==> config.mk <==
export PLATFORM = sky130hd
export DESIGN_NAME = rtcal_core
export DESIGN_NICKNAME = d
export VERILOG_FILES = /design/src/rtl/rtcal_pkg.sv /design/src/rtl/rtcal_bcd_step.sv /design/src/rtl/rtcal_core.sv
export VERILOG_INCLUDE_DIRS = /design/src /design/src/rtl
export SDC_FILE = /design/constraint.sdc
export NUM_CORES = 1
export LEC_CHECK = 0
export BUFFER_PORTS_ARGS = -buffer_cell sky130_fd_sc_hd__buf_2
export CAP_MARGIN = 10
export CORE_MARGIN = 5
export CORE_UTILIZATION = 56
export DETAILED_ROUTE_END_ITERATION = 7
export PLACE_DENSITY = 0.82
export SLEW_MARGIN = 20
export SYNTH_ARGS = -nofsm -noshare
export SYNTH_HDL_FRONTEND = slang
export SYNTH_SLANG_ARGS = --single-unit
==> constraint.sdc <==
create_clock -name clk_sys_i -period 2.4 [get_ports clk_sys_i]
set_input_delay 0.48 -clock clk_sys_i [delete_from_list [all_inputs] [get_ports clk_sys_i]]
set_output_delay 0.48 -clock clk_sys_i [all_outputs]
set_load 0.03 [all_outputs]
==> src/rtl/rtcal_params.svh <==
// Purpose: offsets, field positions, reset values of the calendar/alarm core
// Assumes: 8-bit register port, word address as printed
// Notes: included by the calendar core only
`ifndef RTCAL_PARAMS_SVH
`define RTCAL_PARAMS_SVH

// ****************************************************************
// register offsets
// ****************************************************************
`define RTCAL_OFF_CTRL2 8'h01
`define RTCAL_OFF_SEC 8'h02
`define RTCAL_OFF_MIN 8'h03
`define RTCAL_OFF_HOUR 8'h04
`define RTCAL_OFF_DAY 8'h05
`define RTCAL_OFF_WDAY 8'h06
`define RTCAL_OFF_MONTH 8'h07
`define RTCAL_OFF_YEAR 8'h08
`define RTCAL_OFF_AMIN 8'h09
`define RTCAL_OFF_AHOUR 8'h0A
`define RTCAL_OFF_ADAY 8'h0B
`define RTCAL_OFF_AWDAY 8'h0C

// ****************************************************************
// field positions
// ****************************************************************
`define RTCAL_BIT_INTEGRITY 7
`define RTCAL_BIT_CENTURY 7
`define RTCAL_BIT_DISABLE 7
`define RTCAL_BIT_AF 3
`define RTCAL_BIT_AIE 1

// ****************************************************************
// counter limits and reset values
// ****************************************************************
`define RTCAL_SEC_MAX 8'h59
`define RTCAL_MIN_MAX 8'h59
`define RTCAL_HOUR_MAX 8'h23
`define RTCAL_MONTH_MAX 8'h12
`define RTCAL_YEAR_MAX 8'h99
`define RTCAL_WDAY_MAX 3'h6
`define RTCAL_DAY_FIRST 8'h01
`define RTCAL_MONTH_FEB 5'h02
`define RTCAL_RST_DATE 8'h01
`define RTCAL_RST_ALARM 8'h80
`define RTCAL_SYNC_STAGES 2

`endif

==> src/rtl/rtcal_pkg.sv <==
// Purpose: types of the calendar/alarm core
// Assumes: nothing
// Notes: constants live in rtcal_params.svh
package rtcal_pkg;

    // ****************************************************************
    // whole state of the core
    // ****************************************************************
    typedef struct packed {
        logic integrity;
        logic [6:0] sec;
        logic [6:0] min;
        logic [5:0] hour;
        logic [5:0] day;
        logic [2:0] wday;
        logic century;
        logic [4:0] month;
        logic [7:0] year;
        logic [7:0] amin;
        logic [7:0] ahour;
        logic [7:0] aday;
        logic [7:0] awday;
        logic af;
        logic alarm_irq_enable;
        logic [1:0] tick_sync;
        logic tick_prev;
        logic [1:0] vlow_sync;
        logic match_prev;
        logic [7:0] rdata;
    } rtcal_state_t;

endpackage

==> src/rtl/rtcal_bcd_step.sv <==
// Purpose: one BCD counter step with wrap to a lower bound
// Assumes: value is valid BCD
// Notes: wrap is high when value equals the upper bound
`timescale 1ns/1ps
`default_nettype none

module rtcal_bcd_step (
    // counter value and bounds
    input wire logic [7:0] value_i,
    input wire logic [7:0] max_i,
    input wire logic [7:0] min_i,
    // stepped value
    output logic [7:0] next_o,
    output logic wrap_o
);

    always_comb begin
        wrap_o = (value_i == max_i);
        if (wrap_o) begin
            next_o = min_i;
        end else if (value_i[3:0] == 4'h9) begin
            next_o = {4'(value_i[7:4] + 4'h1), 4'h0};
        end else begin
            next_o = {value_i[7:4], 4'(value_i[3:0] + 4'h1)};
        end
    end

endmodule

`default_nettype wire

==> src/rtl/rtcal_core.sv <==
// Purpose: time, calendar and alarm registers of a real-time clock
// Assumes: serial-bus slave outside presents byte reads/writes on the register port
// Notes: 1 Hz tick and low-voltage level arrive from another domain
//
// Overview of operation
// - seconds bit 7 flags time untrustworthy when one, trustworthy when zero.
// - seconds held as BCD 00..59 in bits 6..0.
// - minutes held as BCD 00..59, bit 7 unimplemented.
// - hours held 24-hour BCD 00..23 in bits 5..0, top bits unimplemented.
// - day of month held as BCD 01..31 in bits 5..0.
// - February gets day 29 when year divisible by four, including 00.
// - weekday three bits, Sunday 000 up to Saturday 110, user may reassign.
// - month held BCD 01..12 in bits 4..0.
// - month bit 7 is century, toggled on year roll 99 to 00.
// - year held as eight-bit BCD 00..99.
// - enabled alarm fields compared with time; flag set on first full match.
// - alarm flag sticks until cleared; sets again only on a fresh match.
// - alarm field with disable bit one is ignored in matching.
// - minute alarm: disable bit 7, BCD minute target in bits 6..0.
// - hour alarm: disable bit 7, BCD hour target below.
// - day alarm: disable bit 7, BCD day target below.
// - weekday alarm: disable bit 7, weekday target 0..6 below.
// - writing zero to alarm flag clears it, writing one leaves it.
// - alarm flag drives interrupt only when alarm interrupt enable is one.
`timescale 1ns/1ps
`default_nettype none
`include "rtcal_params.svh"

module rtcal_core (
    // clock and reset
    input wire logic clk_sys_i,
    input wire logic reset_i,
    // register port
    input wire logic [7:0] reg_addr_i,
    input wire logic reg_wr_i,
    input wire logic [7:0] reg_wdata_i,
    input wire logic reg_rd_i,
    output logic [7:0] reg_rdata_o,
    // timebase and supply monitor
    input wire logic tick_1hz_i,
    input wire logic vlow_i,
    // open-drain interrupt pin
    output logic irq_n_o,
    output logic irq_oe_n_o
);

    // ****************************************************************
    // state and helpers
    // ****************************************************************
    rtcal_pkg::rtcal_state_t state_q;
    rtcal_pkg::rtcal_state_t state_d;

    localparam int NUM_CNT = 6;
    localparam int C_SEC = 0;
    localparam int C_MIN = 1;
    localparam int C_HOUR = 2;
    localparam int C_DAY = 3;
    localparam int C_MONTH = 4;
    localparam int C_YEAR = 5;
    localparam int NUM_ALM = 4;

    logic [7:0] cnt_cur [NUM_CNT];
    logic [7:0] cnt_max [NUM_CNT];
    logic [7:0] cnt_min [NUM_CNT];
    logic [7:0] cnt_next [NUM_CNT];
    logic cnt_wrap [NUM_CNT];
    logic tick_event;
    logic alarm_match;
    logic [7:0] alm_target [NUM_ALM];
    logic [6:0] alm_now [NUM_ALM];
    logic [NUM_ALM-1:0] alm_on;
    logic [NUM_ALM-1:0] alm_hit;

    // last day of a month, BCD
    function automatic logic [7:0] month_last_day(input logic [4:0] month, input logic [7:0] year);
        logic leap;
        leap = (2'(year[1:0] + {year[4], 1'b0}) == 2'b00);
        if (month == `RTCAL_MONTH_FEB) begin
            month_last_day = leap ? 8'h29 : 8'h28;
        end else if (month == 5'h04 || month == 5'h06 || month == 5'h09 || month == 5'h11) begin
            month_last_day = 8'h30;
        end else begin
            month_last_day = 8'h31;
        end
    endfunction

    // one alarm field: disabled, or target equals current value
    function automatic logic alarm_hit(input logic [7:0] target, input logic [6:0] cur);
        alarm_hit = target[`RTCAL_BIT_DISABLE] || (target[6:0] == cur);
    endfunction

    // ****************************************************************
    // bcd counters
    // ****************************************************************
    assign cnt_cur[C_SEC] = {1'b0, state_q.sec};
    assign cnt_cur[C_MIN] = {1'b0, state_q.min};
    assign cnt_cur[C_HOUR] = {2'b00, state_q.hour};
    assign cnt_cur[C_DAY] = {2'b00, state_q.day};
    assign cnt_cur[C_MONTH] = {3'b000, state_q.month};
    assign cnt_cur[C_YEAR] = state_q.year;

    assign cnt_max[C_SEC] = `RTCAL_SEC_MAX;
    assign cnt_max[C_MIN] = `RTCAL_MIN_MAX;
    assign cnt_max[C_HOUR] = `RTCAL_HOUR_MAX;
    assign cnt_max[C_DAY] = month_last_day(state_q.month, state_q.year);
    assign cnt_max[C_MONTH] = `RTCAL_MONTH_MAX;
    assign cnt_max[C_YEAR] = `RTCAL_YEAR_MAX;

    assign cnt_min[C_SEC] = 8'h00;
    assign cnt_min[C_MIN] = 8'h00;
    assign cnt_min[C_HOUR] = 8'h00;
    assign cnt_min[C_DAY] = `RTCAL_DAY_FIRST;
    assign cnt_min[C_MONTH] = `RTCAL_DAY_FIRST;
    assign cnt_min[C_YEAR] = 8'h00;

    generate
        for (genvar g = 0; g < NUM_CNT; g++) begin : g_cnt
            rtcal_bcd_step u_step (
                .value_i(cnt_cur[g]),
                .max_i(cnt_max[g]),
                .min_i(cnt_min[g]),
                .next_o(cnt_next[g]),
                .wrap_o(cnt_wrap[g])
            );
        end
    endgenerate

    // ****************************************************************
    // alarm comparison
    // ****************************************************************
    assign alm_target[0] = state_q.amin;
    assign alm_target[1] = state_q.ahour;
    assign alm_target[2] = state_q.aday;
    assign alm_target[3] = state_q.awday;
    assign alm_now[0] = state_q.min;
    assign alm_now[1] = {1'b0, state_q.hour};
    assign alm_now[2] = {1'b0, state_q.day};
    assign alm_now[3] = {4'h0, state_q.wday};

    generate
        for (genvar f = 0; f < NUM_ALM; f++) begin : g_alm
            assign alm_on[f] = !alm_target[f][`RTCAL_BIT_DISABLE];
            assign alm_hit[f] = alarm_hit(alm_target[f], alm_now[f]);
        end
    endgenerate

    assign alarm_match = (|alm_on) && (&alm_hit);

    assign tick_event = state_q.tick_sync[1] && !state_q.tick_prev;

    // ****************************************************************
    // next state
    // ****************************************************************
    always_comb begin
        state_d = state_q;

        // ************************************************************
        // synchronisers and edge history
        // ************************************************************
        state_d.tick_sync = {state_q.tick_sync[0], tick_1hz_i};
        state_d.tick_prev = state_q.tick_sync[1];
        state_d.vlow_sync = {state_q.vlow_sync[0], vlow_i};
        state_d.match_prev = alarm_match;

        // ************************************************************
        // time advance
        // ************************************************************
        if (tick_event) begin
            state_d.sec = cnt_next[C_SEC][6:0];
            if (cnt_wrap[C_SEC]) begin
                state_d.min = cnt_next[C_MIN][6:0];
                if (cnt_wrap[C_MIN]) begin
                    state_d.hour = cnt_next[C_HOUR][5:0];
                    if (cnt_wrap[C_HOUR]) begin
                        state_d.day = cnt_next[C_DAY][5:0];
                        state_d.wday = (state_q.wday >= `RTCAL_WDAY_MAX) ? 3'h0 : 3'(state_q.wday + 3'h1);
                        if (cnt_wrap[C_DAY]) begin
                            state_d.month = cnt_next[C_MONTH][4:0];
                            if (cnt_wrap[C_MONTH]) begin
                                state_d.year = cnt_next[C_YEAR];
                                if (cnt_wrap[C_YEAR]) begin
                                    state_d.century = !state_q.century;
                                end
                            end
                        end
                    end
                end
            end
        end

        // ************************************************************
        // register writes, which win over the tick for that register
        // ************************************************************
        if (reg_wr_i) begin
            if (reg_addr_i == `RTCAL_OFF_CTRL2) begin
                state_d.alarm_irq_enable = reg_wdata_i[`RTCAL_BIT_AIE];
                if (!reg_wdata_i[`RTCAL_BIT_AF]) begin
                    state_d.af = 1'b0;
                end
            end else if (reg_addr_i == `RTCAL_OFF_SEC) begin
                state_d.integrity = reg_wdata_i[`RTCAL_BIT_INTEGRITY];
                state_d.sec = reg_wdata_i[6:0];
            end else if (reg_addr_i == `RTCAL_OFF_MIN) begin
                state_d.min = reg_wdata_i[6:0];
            end else if (reg_addr_i == `RTCAL_OFF_HOUR) begin
                state_d.hour = reg_wdata_i[5:0];
            end else if (reg_addr_i == `RTCAL_OFF_DAY) begin
                state_d.day = reg_wdata_i[5:0];
            end else if (reg_addr_i == `RTCAL_OFF_WDAY) begin
                state_d.wday = reg_wdata_i[2:0];
            end else if (reg_addr_i == `RTCAL_OFF_MONTH) begin
                state_d.century = reg_wdata_i[`RTCAL_BIT_CENTURY];
                state_d.month = reg_wdata_i[4:0];
            end else if (reg_addr_i == `RTCAL_OFF_YEAR) begin
                state_d.year = reg_wdata_i;
            end else if (reg_addr_i == `RTCAL_OFF_AMIN) begin
                state_d.amin = reg_wdata_i;
            end else if (reg_addr_i == `RTCAL_OFF_AHOUR) begin
                state_d.ahour = reg_wdata_i;
            end else if (reg_addr_i == `RTCAL_OFF_ADAY) begin
                state_d.aday = reg_wdata_i;
            end else if (reg_addr_i == `RTCAL_OFF_AWDAY) begin
                state_d.awday = reg_wdata_i;
            end
        end

        // ************************************************************
        // hardware sets, which win over software clears
        // ************************************************************
        if (state_q.vlow_sync[1]) begin
            state_d.integrity = 1'b1;
        end
        if (alarm_match && !state_q.match_prev) begin
            state_d.af = 1'b1;
        end

        // ************************************************************
        // read data
        // ************************************************************
        if (reg_rd_i) begin
            if (reg_addr_i == `RTCAL_OFF_CTRL2) begin
                state_d.rdata = {4'h0, state_q.af, 1'b0, state_q.alarm_irq_enable, 1'b0};
            end else if (reg_addr_i == `RTCAL_OFF_SEC) begin
                state_d.rdata = {state_q.integrity, state_q.sec};
            end else if (reg_addr_i == `RTCAL_OFF_MIN) begin
                state_d.rdata = {1'b0, state_q.min};
            end else if (reg_addr_i == `RTCAL_OFF_HOUR) begin
                state_d.rdata = {2'b00, state_q.hour};
            end else if (reg_addr_i == `RTCAL_OFF_DAY) begin
                state_d.rdata = {2'b00, state_q.day};
            end else if (reg_addr_i == `RTCAL_OFF_WDAY) begin
                state_d.rdata = {5'h00, state_q.wday};
            end else if (reg_addr_i == `RTCAL_OFF_MONTH) begin
                state_d.rdata = {state_q.century, 2'b00, state_q.month};
            end else if (reg_addr_i == `RTCAL_OFF_YEAR) begin
                state_d.rdata = state_q.year;
            end else if (reg_addr_i == `RTCAL_OFF_AMIN) begin
                state_d.rdata = state_q.amin;
            end else if (reg_addr_i == `RTCAL_OFF_AHOUR) begin
                state_d.rdata = state_q.ahour;
            end else if (reg_addr_i == `RTCAL_OFF_ADAY) begin
                state_d.rdata = state_q.aday;
            end else if (reg_addr_i == `RTCAL_OFF_AWDAY) begin
                state_d.rdata = state_q.awday;
            end else begin
                state_d.rdata = 8'h00;
            end
        end
    end

    // ****************************************************************
    // state register
    // ****************************************************************
    always_ff @(posedge clk_sys_i) begin
        if (reset_i) begin
            state_q <= '0;
            state_q.integrity <= 1'b1;
            state_q.day <= 6'(`RTCAL_RST_DATE);
            state_q.month <= 5'(`RTCAL_RST_DATE);
            state_q.amin <= `RTCAL_RST_ALARM;
            state_q.ahour <= `RTCAL_RST_ALARM;
            state_q.aday <= `RTCAL_RST_ALARM;
            state_q.awday <= `RTCAL_RST_ALARM;
            state_q.match_prev <= 1'b1;
        end else begin
            state_q <= state_d;
        end
    end

    // ****************************************************************
    // outputs
    // ****************************************************************
    assign reg_rdata_o = state_q.rdata;
    assign irq_n_o = 1'b0;
    assign irq_oe_n_o = !(state_q.af && state_q.alarm_irq_enable);

endmodule

`default_nettype wire

==> flow_summary.json, run 1 <==
{
  "ctsLongestPathBuffers": 2,
  "hold_viol": 0,
  "grt_start_max_net_pins": 32,
  "worstPathArrival_ps": 2760,
  "timing.final.ws_setup_ps": -57.9,
  "die_w_um": 113,
  "maxSlewViolCount": 0,
  "maxCapViolCount": 0,
  "seqPwrFrac_pct": 52.4,
  "instances_no_fill": 946,
  "p_leak_uw": 0.00267,
  "ant_nets": 0,
  "rsz0062_at_grt": "yes",
  "gp_congestion": 0.988,
  "setup_tns_ps": -68.0,
  "critical_path.cell_chain": "or4b_4, nor4_4, nor2_2, or3_4, or4_4, a311oi_2",
  "outcome": "complete, but fails checks",
  "initial_utilization_pct": 57.5,
  "crit_slowest_cell": "or4b_4",
  "hold_path_class": "in -> reg",
  "syn-num-nets": 793,
  "grt_usage_pct": 31.2,
  "period_needed_ps": 2460,
  "die-height_um": 113,
  "ys.flop_type": "dfxtp_1",
  "fmax_mhz": 407,
  "syn_inst": 758,
  "grt_overflow": 0,
  "cp_top_family": "simple AND/OR/NAND/NOR gates",
  "combPwrFrac_pct": 9.4,
  "async_flop_share_pct": 0,
  "crit_path_end_kind": "flop",
  "crit_fanout": 6,
  "slowest_delay_ps": 580,
  "ctsHoldBuffers": 0,
  "clk_pin_slew_ps": 90,
  "antenna_found_initial": 1,
  "cts_max_level": 3,
  "utilization_pct": 66.2,
  "use_met1_pct": 40.3,
  "nets": 840,
  "dp_cells": 929,
  "grt_first_pass_wirelength_um": 31700,
  "power_density_nw_per_um2": 432,
  "drtPass1Iterations": 6,
  "power_switching_uw": 787,
  "io_pins": 32,
  "port_buffers": 30,
  "synth_seq_area_share_pct": 31.0,
  "path_class": "reg -> reg",
  "ys.warnings.count": 0,
  "numCtsBuffers": 9,
  "cp_num_buf_inv": 0,
  "netlist_area_um2": 5930,
  "p_sw_share_pct": 26.7,
  "ctsRootBufferMaster": "clkbuf_8",
  "wl_um": 20300,
  "synth_edf_count": 0,
  "synth-seq-cells": 92,
  "cp.required_ps": 2700,
  "fin_crit_sh_pct": 102,
  "p_int_uw": 2160,
  "die_area_um2": 12800,
  "finalPower_uw": 2950,
  "cts.sinks": 92,
  "cts_tree": "built",
  "drive_gt1_share_pct": 19.9,
  "syn_to_final_growth_pct": 15.2,
  "via_per_inst": 6.58,
  "report.final.setup_viol": 3,
  "vias": 6228,
  "wire_per_inst_um": 21.5,
  "met3_usage_pct": 8.29,
  "startpoint_type": "flop",
  "vdd_drop_max_uv": 489,
  "coreArea_um2": 10300,
  "synth.distinct_cells": 71,
  "rows": 37,
  "holdWs_ps": 314,
  "p_clk_share_pct": 38.2,
  "diodes": 0,
  "grt_pass1_vias": 5922,
  "drc": 0,
  "met2_usage_pct": 49.4,
  "synth.avg_cell_area_um2": 7.83,
  "finalClockSkew_ps": 10.2,
  "dp_hpwl_um": 14800,
  "clk-insertion-delay-late_ps": 390,
  "violations": "negative setup slack",
  "grt.busiest_layer": "met2",
  "drt_iter0_drc": 870
}
==> worst register-to-register path: stages (launching register included) <==
cell,delay (ps)
dfxtp_4,370
or4b_4,580
nor4_4,260
nor2_2,70
or3_4,370
or4_4,530
a311oi_2,200
==> cells in the mapped netlist (4+ instances only) <==
master / n / area (um2)
a211oi_1: 18 / 135
a21oi_1: 43 / 215
a221oi_1: 4 / 35.0
a22oi_1: 8 / 60.1
a2bb2oi_1: 4 / 35.0
a311oi_1: 8 / 70.1
a31o_2: 4 / 35.0
a31oi_1: 8 / 50.1
a41oi_1: 4 / 35.0
and2_1: 4 / 25.0
and3_1: 7 / 43.8
buf_1: 6 / 22.5
buf_4: 9 / 67.6
clkbuf_1: 48 / 180
dfxtp_1: 92 / 1840
ha_1: 13 / 163
inv_1: 20 / 75.1
mux2i_1: 39 / 390
nand2_1: 60 / 225
nand2b_1: 13 / 81.3
nand3_1: 27 / 135
nand3b_1: 6 / 45.0
nand4_1: 11 / 68.8
nand4b_1: 6 / 52.6
nor2_1: 90 / 338
nor2b_1: 18 / 113
nor3_1: 9 / 45.0
nor3b_1: 7 / 52.6
nor4_1: 7 / 43.8
o211a_1: 4 / 40.0
o211ai_1: 9 / 67.6
o21ai_0: 49 / 245
o221ai_1: 4 / 35.0
o22ai_1: 4 / 25.0
or2_2: 5 / 31.3
xnor2_1: 18 / 158
xor2_1: 14 / 123
==> worst paths after layout <==
path	start	depth (start not counted)	endpoint	slack, ps
setup / recovery	cnt_cur[8]$_SDFF_PP1_	6	state_q[61]$_SDFF_PP0_	-60
hold / removal	tick_1hz_i	2	state_d[13]$_SDFF_PP0_	310
setup reg to reg	cnt_cur[8]$_SDFF_PP1_	6	state_q[61]$_SDFF_PP0_	-60
hold reg to reg	state_q[10]$_SDFF_PP0_	2	state_q[91]$_SDFFE_PP1P_	430
==> cells by family (layout without fill, tap and decap cells) <==
group                      Yosys count  count (layout)  share of synthesized area [%]
AOI/OAI and AO/OA                  195             195                           21.9
and+or+nand+nor                    295             295                           26.0
muxes                               42              42                           7.15
other                                1               1                         0.0632
adders and majority gates           13              13                           2.74
xor gates and xnor gates            32              32                           4.72
DFF                                 92              92                           31.0
buffers and inverters               88             140                           6.45
==> cells in the final DEF, fill, tap and decap left out, drive strengths merged, types with 5 or more instances in the layout <==
cell type | netlist | final
a211oi | 19 | 19
a21oi | 43 | 43
a22oi | 8 | 8
a311oi | 8 | 8
a31oi | 8 | 8
and2 | 5 | 5
and3 | 7 | 7
buf | 20 | 104
clkbuf | 48 | 11
dfxtp | 92 | 92
ha | 13 | 13
inv | 20 | 21
mux2i | 39 | 39
nand2 | 60 | 60
nand2b | 13 | 13
nand3 | 27 | 27
nand3b | 6 | 6
nand4 | 11 | 11
nand4b | 6 | 6
nor2 | 90 | 90
nor2b | 18 | 18
nor3 | 10 | 10
nor3b | 9 | 9
nor4 | 9 | 9
o211ai | 9 | 9
o21ai | 49 | 49
or2 | 5 | 5
xnor2 | 18 | 18
xor2 | 14 | 14
==> power by group through the flow <==
stage / clock [uW] / combinational, uW / sequential [uW]
detailed placement: 0 / 263 / 1580
CTS: 1130 / 264 / 1550
global route: 1200 / 290 / 1550
finish: 1130 / 277 / 1550
floorplan: 0 / 166 / 1580
global placement: 0 / 260 / 1580
==> through the flow <==
stage / setup slack [ps] / area (um2)
after global placement: -5.83 / 6530
after floorplan: -82.6 / 5980
after global routing: -108 / 6840
after CTS: -56.0 / 6770
after detailed placement: -120 / 6530
final: -57.9 / 6840
==> registers in the layout, indices dropped and copies added, names as in the netlist <==
signal and cells:
state_d 3, alm_now 22, reg_rdata_o 8, alm_target 32
state_q 7, cnt_cur 20
==> timing repair <==
| action | in CTS | in global routing |
|---|---|---|
| pin swaps | 4 | 12 |
| buffers inserted | 0 | 2 |
| endpoints found under the hold margin | 0 | 0 |
| cloned | 0 | 0 |
| endpoints found under the setup margin | 4 | 13 |
| resized for setup | 6 | 14 |
==> area by class of cell <==
type	count	area, um2
fill	853	3490
inverter	20	75.1
clock inverter	5	58.8
clock buffer	11	151
timing repair buffer	104	722
sequential	92	1850
multi-input combinational	578	3810
tap	136	170
==> routing by layer <==
| metal | wire length, um | up-vias |
|---|---|---|
| li1 | - | 2837 |
| met2 | 9020 | 365 |
| met1 | 8350 | 2948 |
| met5 | 12 | - |
| met3 | 2040 | 76 |
| met4 | 914 | 2 |
Note: power is estimated with default switching activity, not from simulation.
==> run 2: changes to the inputs <==
--- a/config.mk
+++ b/config.mk
@@ -8,10 +8,12 @@
 export LEC_CHECK = 0
 export BUFFER_PORTS_ARGS = -buffer_cell sky130_fd_sc_hd__buf_2
 export CAP_MARGIN = 10
+export CELL_PAD_IN_SITES_DETAIL_PLACEMENT = 1
+export CELL_PAD_IN_SITES_GLOBAL_PLACEMENT = 2
 export CORE_MARGIN = 5
-export CORE_UTILIZATION = 56
+export CORE_UTILIZATION = 33
 export DETAILED_ROUTE_END_ITERATION = 7
-export PLACE_DENSITY = 0.82
+export PLACE_DENSITY = 0.81
 export SLEW_MARGIN = 20
 export SYNTH_ARGS = -nofsm -noshare
 export SYNTH_HDL_FRONTEND = slang
==> flow_summary.json, run 2 (synthesized netlist as in run 1, its figures left out) <==
{
  "crit_slowest_cell": "or4b_4",
  "grt_overflow": 0,
  "tightest_slew_ps": 608,
  "cts_tree": "built",
  "setup_tns_ps": -114,
  "fin_crit_sh_pct": 103,
  "clk_pin_slew_ps": 70,
  "cp.required_ps": 2680,
  "dp_cells": 1033,
  "drive_gt1_share_pct": 21.2,
  "clk-insertion-delay-late_ps": 360,
  "hold_viol": 0,
  "numCtsBuffers": 9,
  "ctsLongestPathBuffers": 2,
  "fmax_mhz": 405,
  "via_per_inst": 5.81,
  "drtPass1Iterations": 5,
  "maxCapViolCount": 0,
  "crit_fanout": 6,
  "cp_top_family": "simple AND/OR/NAND/NOR gates",
  "antenna_found_initial": 0,
  "crit_path_end_kind": "flop",
  "startpoint_type": "flop",
  "path_class": "reg -> reg",
  "place_ws_ps": -91.1,
  "max-slew-margin-rel_pct": 59.4,
  "diodes": 0,
  "cts.sinks": 92,
  "drc": 0,
  "coreArea_um2": 17800,
  "die_w_um": 144,
  "final_common_cell": "dfxtp_1",
  "vias": 6128,
  "die_area_um2": 20800,
  "critical_path.cell_chain": "or4b_4, nor4_4, nor2_2, or3_4, or4_4, a311oi_2",
  "worstPathArrival_ps": 2750,
  "timing.final.ws_setup_ps": -66.8,
  "outcome": "complete, but fails checks",
  "nets": 856,
  "fillerInstances": 2179,
  "io_pins": 32,
  "report.final.setup_viol": 4,
  "gp_congestion": 0.991,
  "vdd_drop_max_uv": 312,
  "rows": 49,
  "slowest_delay_ps": 580,
  "violations": "negative setup slack",
  "utilization_pct": 40.2,
  "drt_iter0_drc": 495,
  "largest_register_ffs": 32,
  "cts_max_level": 3,
  "ctsRootBufferMaster": "clkbuf_16",
  "maxSlewViolCount": 0,
  "hold_path_class": "in -> reg",
  "syn_to_final_growth_pct": 21.0,
  "ctsHoldBuffers": 0,
  "initial_utilization_pct": 33.3,
  "final_area_um2": 7180,
  "grt_pass1_vias": 6333,
  "p_leak_uw": 0.00278,
  "wire_per_inst_um": 22.1,
  "grt_usage_pct": 22.9,
  "port_buffers": 30,
  "finalClockSkew_ps": 10.7,
  "wl_um": 23300,
  "period_needed_ps": 2470,
  "grt_start_max_net_pins": 78,
  "dp_hpwl_um": 17100,
  "power_density_nw_per_um2": 461,
  "final_cell_mix": "90 x dfxtp_1, 89 x nor2_1, 88 x buf_4",
  "dpl_cell_area_um2": 6730,
  "cp_num_buf_inv": 0,
  "ant_nets": 0,
  "rsz0062_at_grt": "yes",
  "grt_first_pass_wirelength_um": 36400,
  "instances_no_fill": 1055,
  "die-height_um": 144
}
-- run 2: final timing paths --
path	depth (start not counted)	end	slack (ps)	startpoint
setup / recovery	6	state_q[61]$_SDFF_PP0_	-70	cnt_cur[11]$_SDFF_PP0_
hold / removal	2	state_d[13]$_SDFF_PP0_	330	tick_1hz_i
setup reg to reg	6	state_q[61]$_SDFF_PP0_	-70	cnt_cur[11]$_SDFF_PP0_
hold reg to reg	2	state_q[91]$_SDFFE_PP1P_	430	state_q[10]$_SDFF_PP0_
-- run 2: worst register-to-register path: cells and delay by family, from the launching register on --
| kind | cells | cell delay, ps |
|---|---|---|
| simple gates | 5 | 1770 |
| flops | 1 | 370 |
| compound gates | 1 | 260 |
-- run 2: what timing repair did --
| item | 4_1_cts | 5_1_grt |
|---|---|---|
| endpoints found under the setup margin | 4 | 15 |
| resized for setup | 6 | 19 |
| buffers inserted | 0 | 6 |
| pin swaps | 5 | 13 |
-- run 2: where the power goes --
part	switching (uW)	internal, uW	leakage (uW)
sequential	10.1	1540	0.000744
combinational	201	89.7	0.00191
clock	666	806	0.000131
-- run 2: per-stage QoR --
stage | hold WS, ps | total power, uW
3_3_place_gp | 422 | 1860
5_1_grt | 334 | 3410
2_1_floorplan | 397 | 1750
3_5_place_dp | 424 | 1870
6_report | 327 | 3310
4_1_cts | 314 | 3330
-- run 2: final cells by class --
cell class / instances / area (um2) / area share, %
clock inverter: 6 / 65.1 / 0.906
clock buffer: 10 / 229 / 3.19
timing repair buffer: 120 / 846 / 11.8
inverter: 20 / 75.1 / 1.05
tap: 229 / 287 / 3.99
multi-input combinational: 578 / 3830 / 53.4
sequential: 92 / 1850 / 25.7
-- run 2: metal layers --
layer  vias to the layer above  global-route usage (%)  part of all wire (%)
met1                      3044                    30.1                    44
li1                       2851                       -                     -
met3                        51                    3.04                   4.6
met2                       182                    37.4                    48
met5                         -                       0                     0
met4                         0                    10.5                   3.6
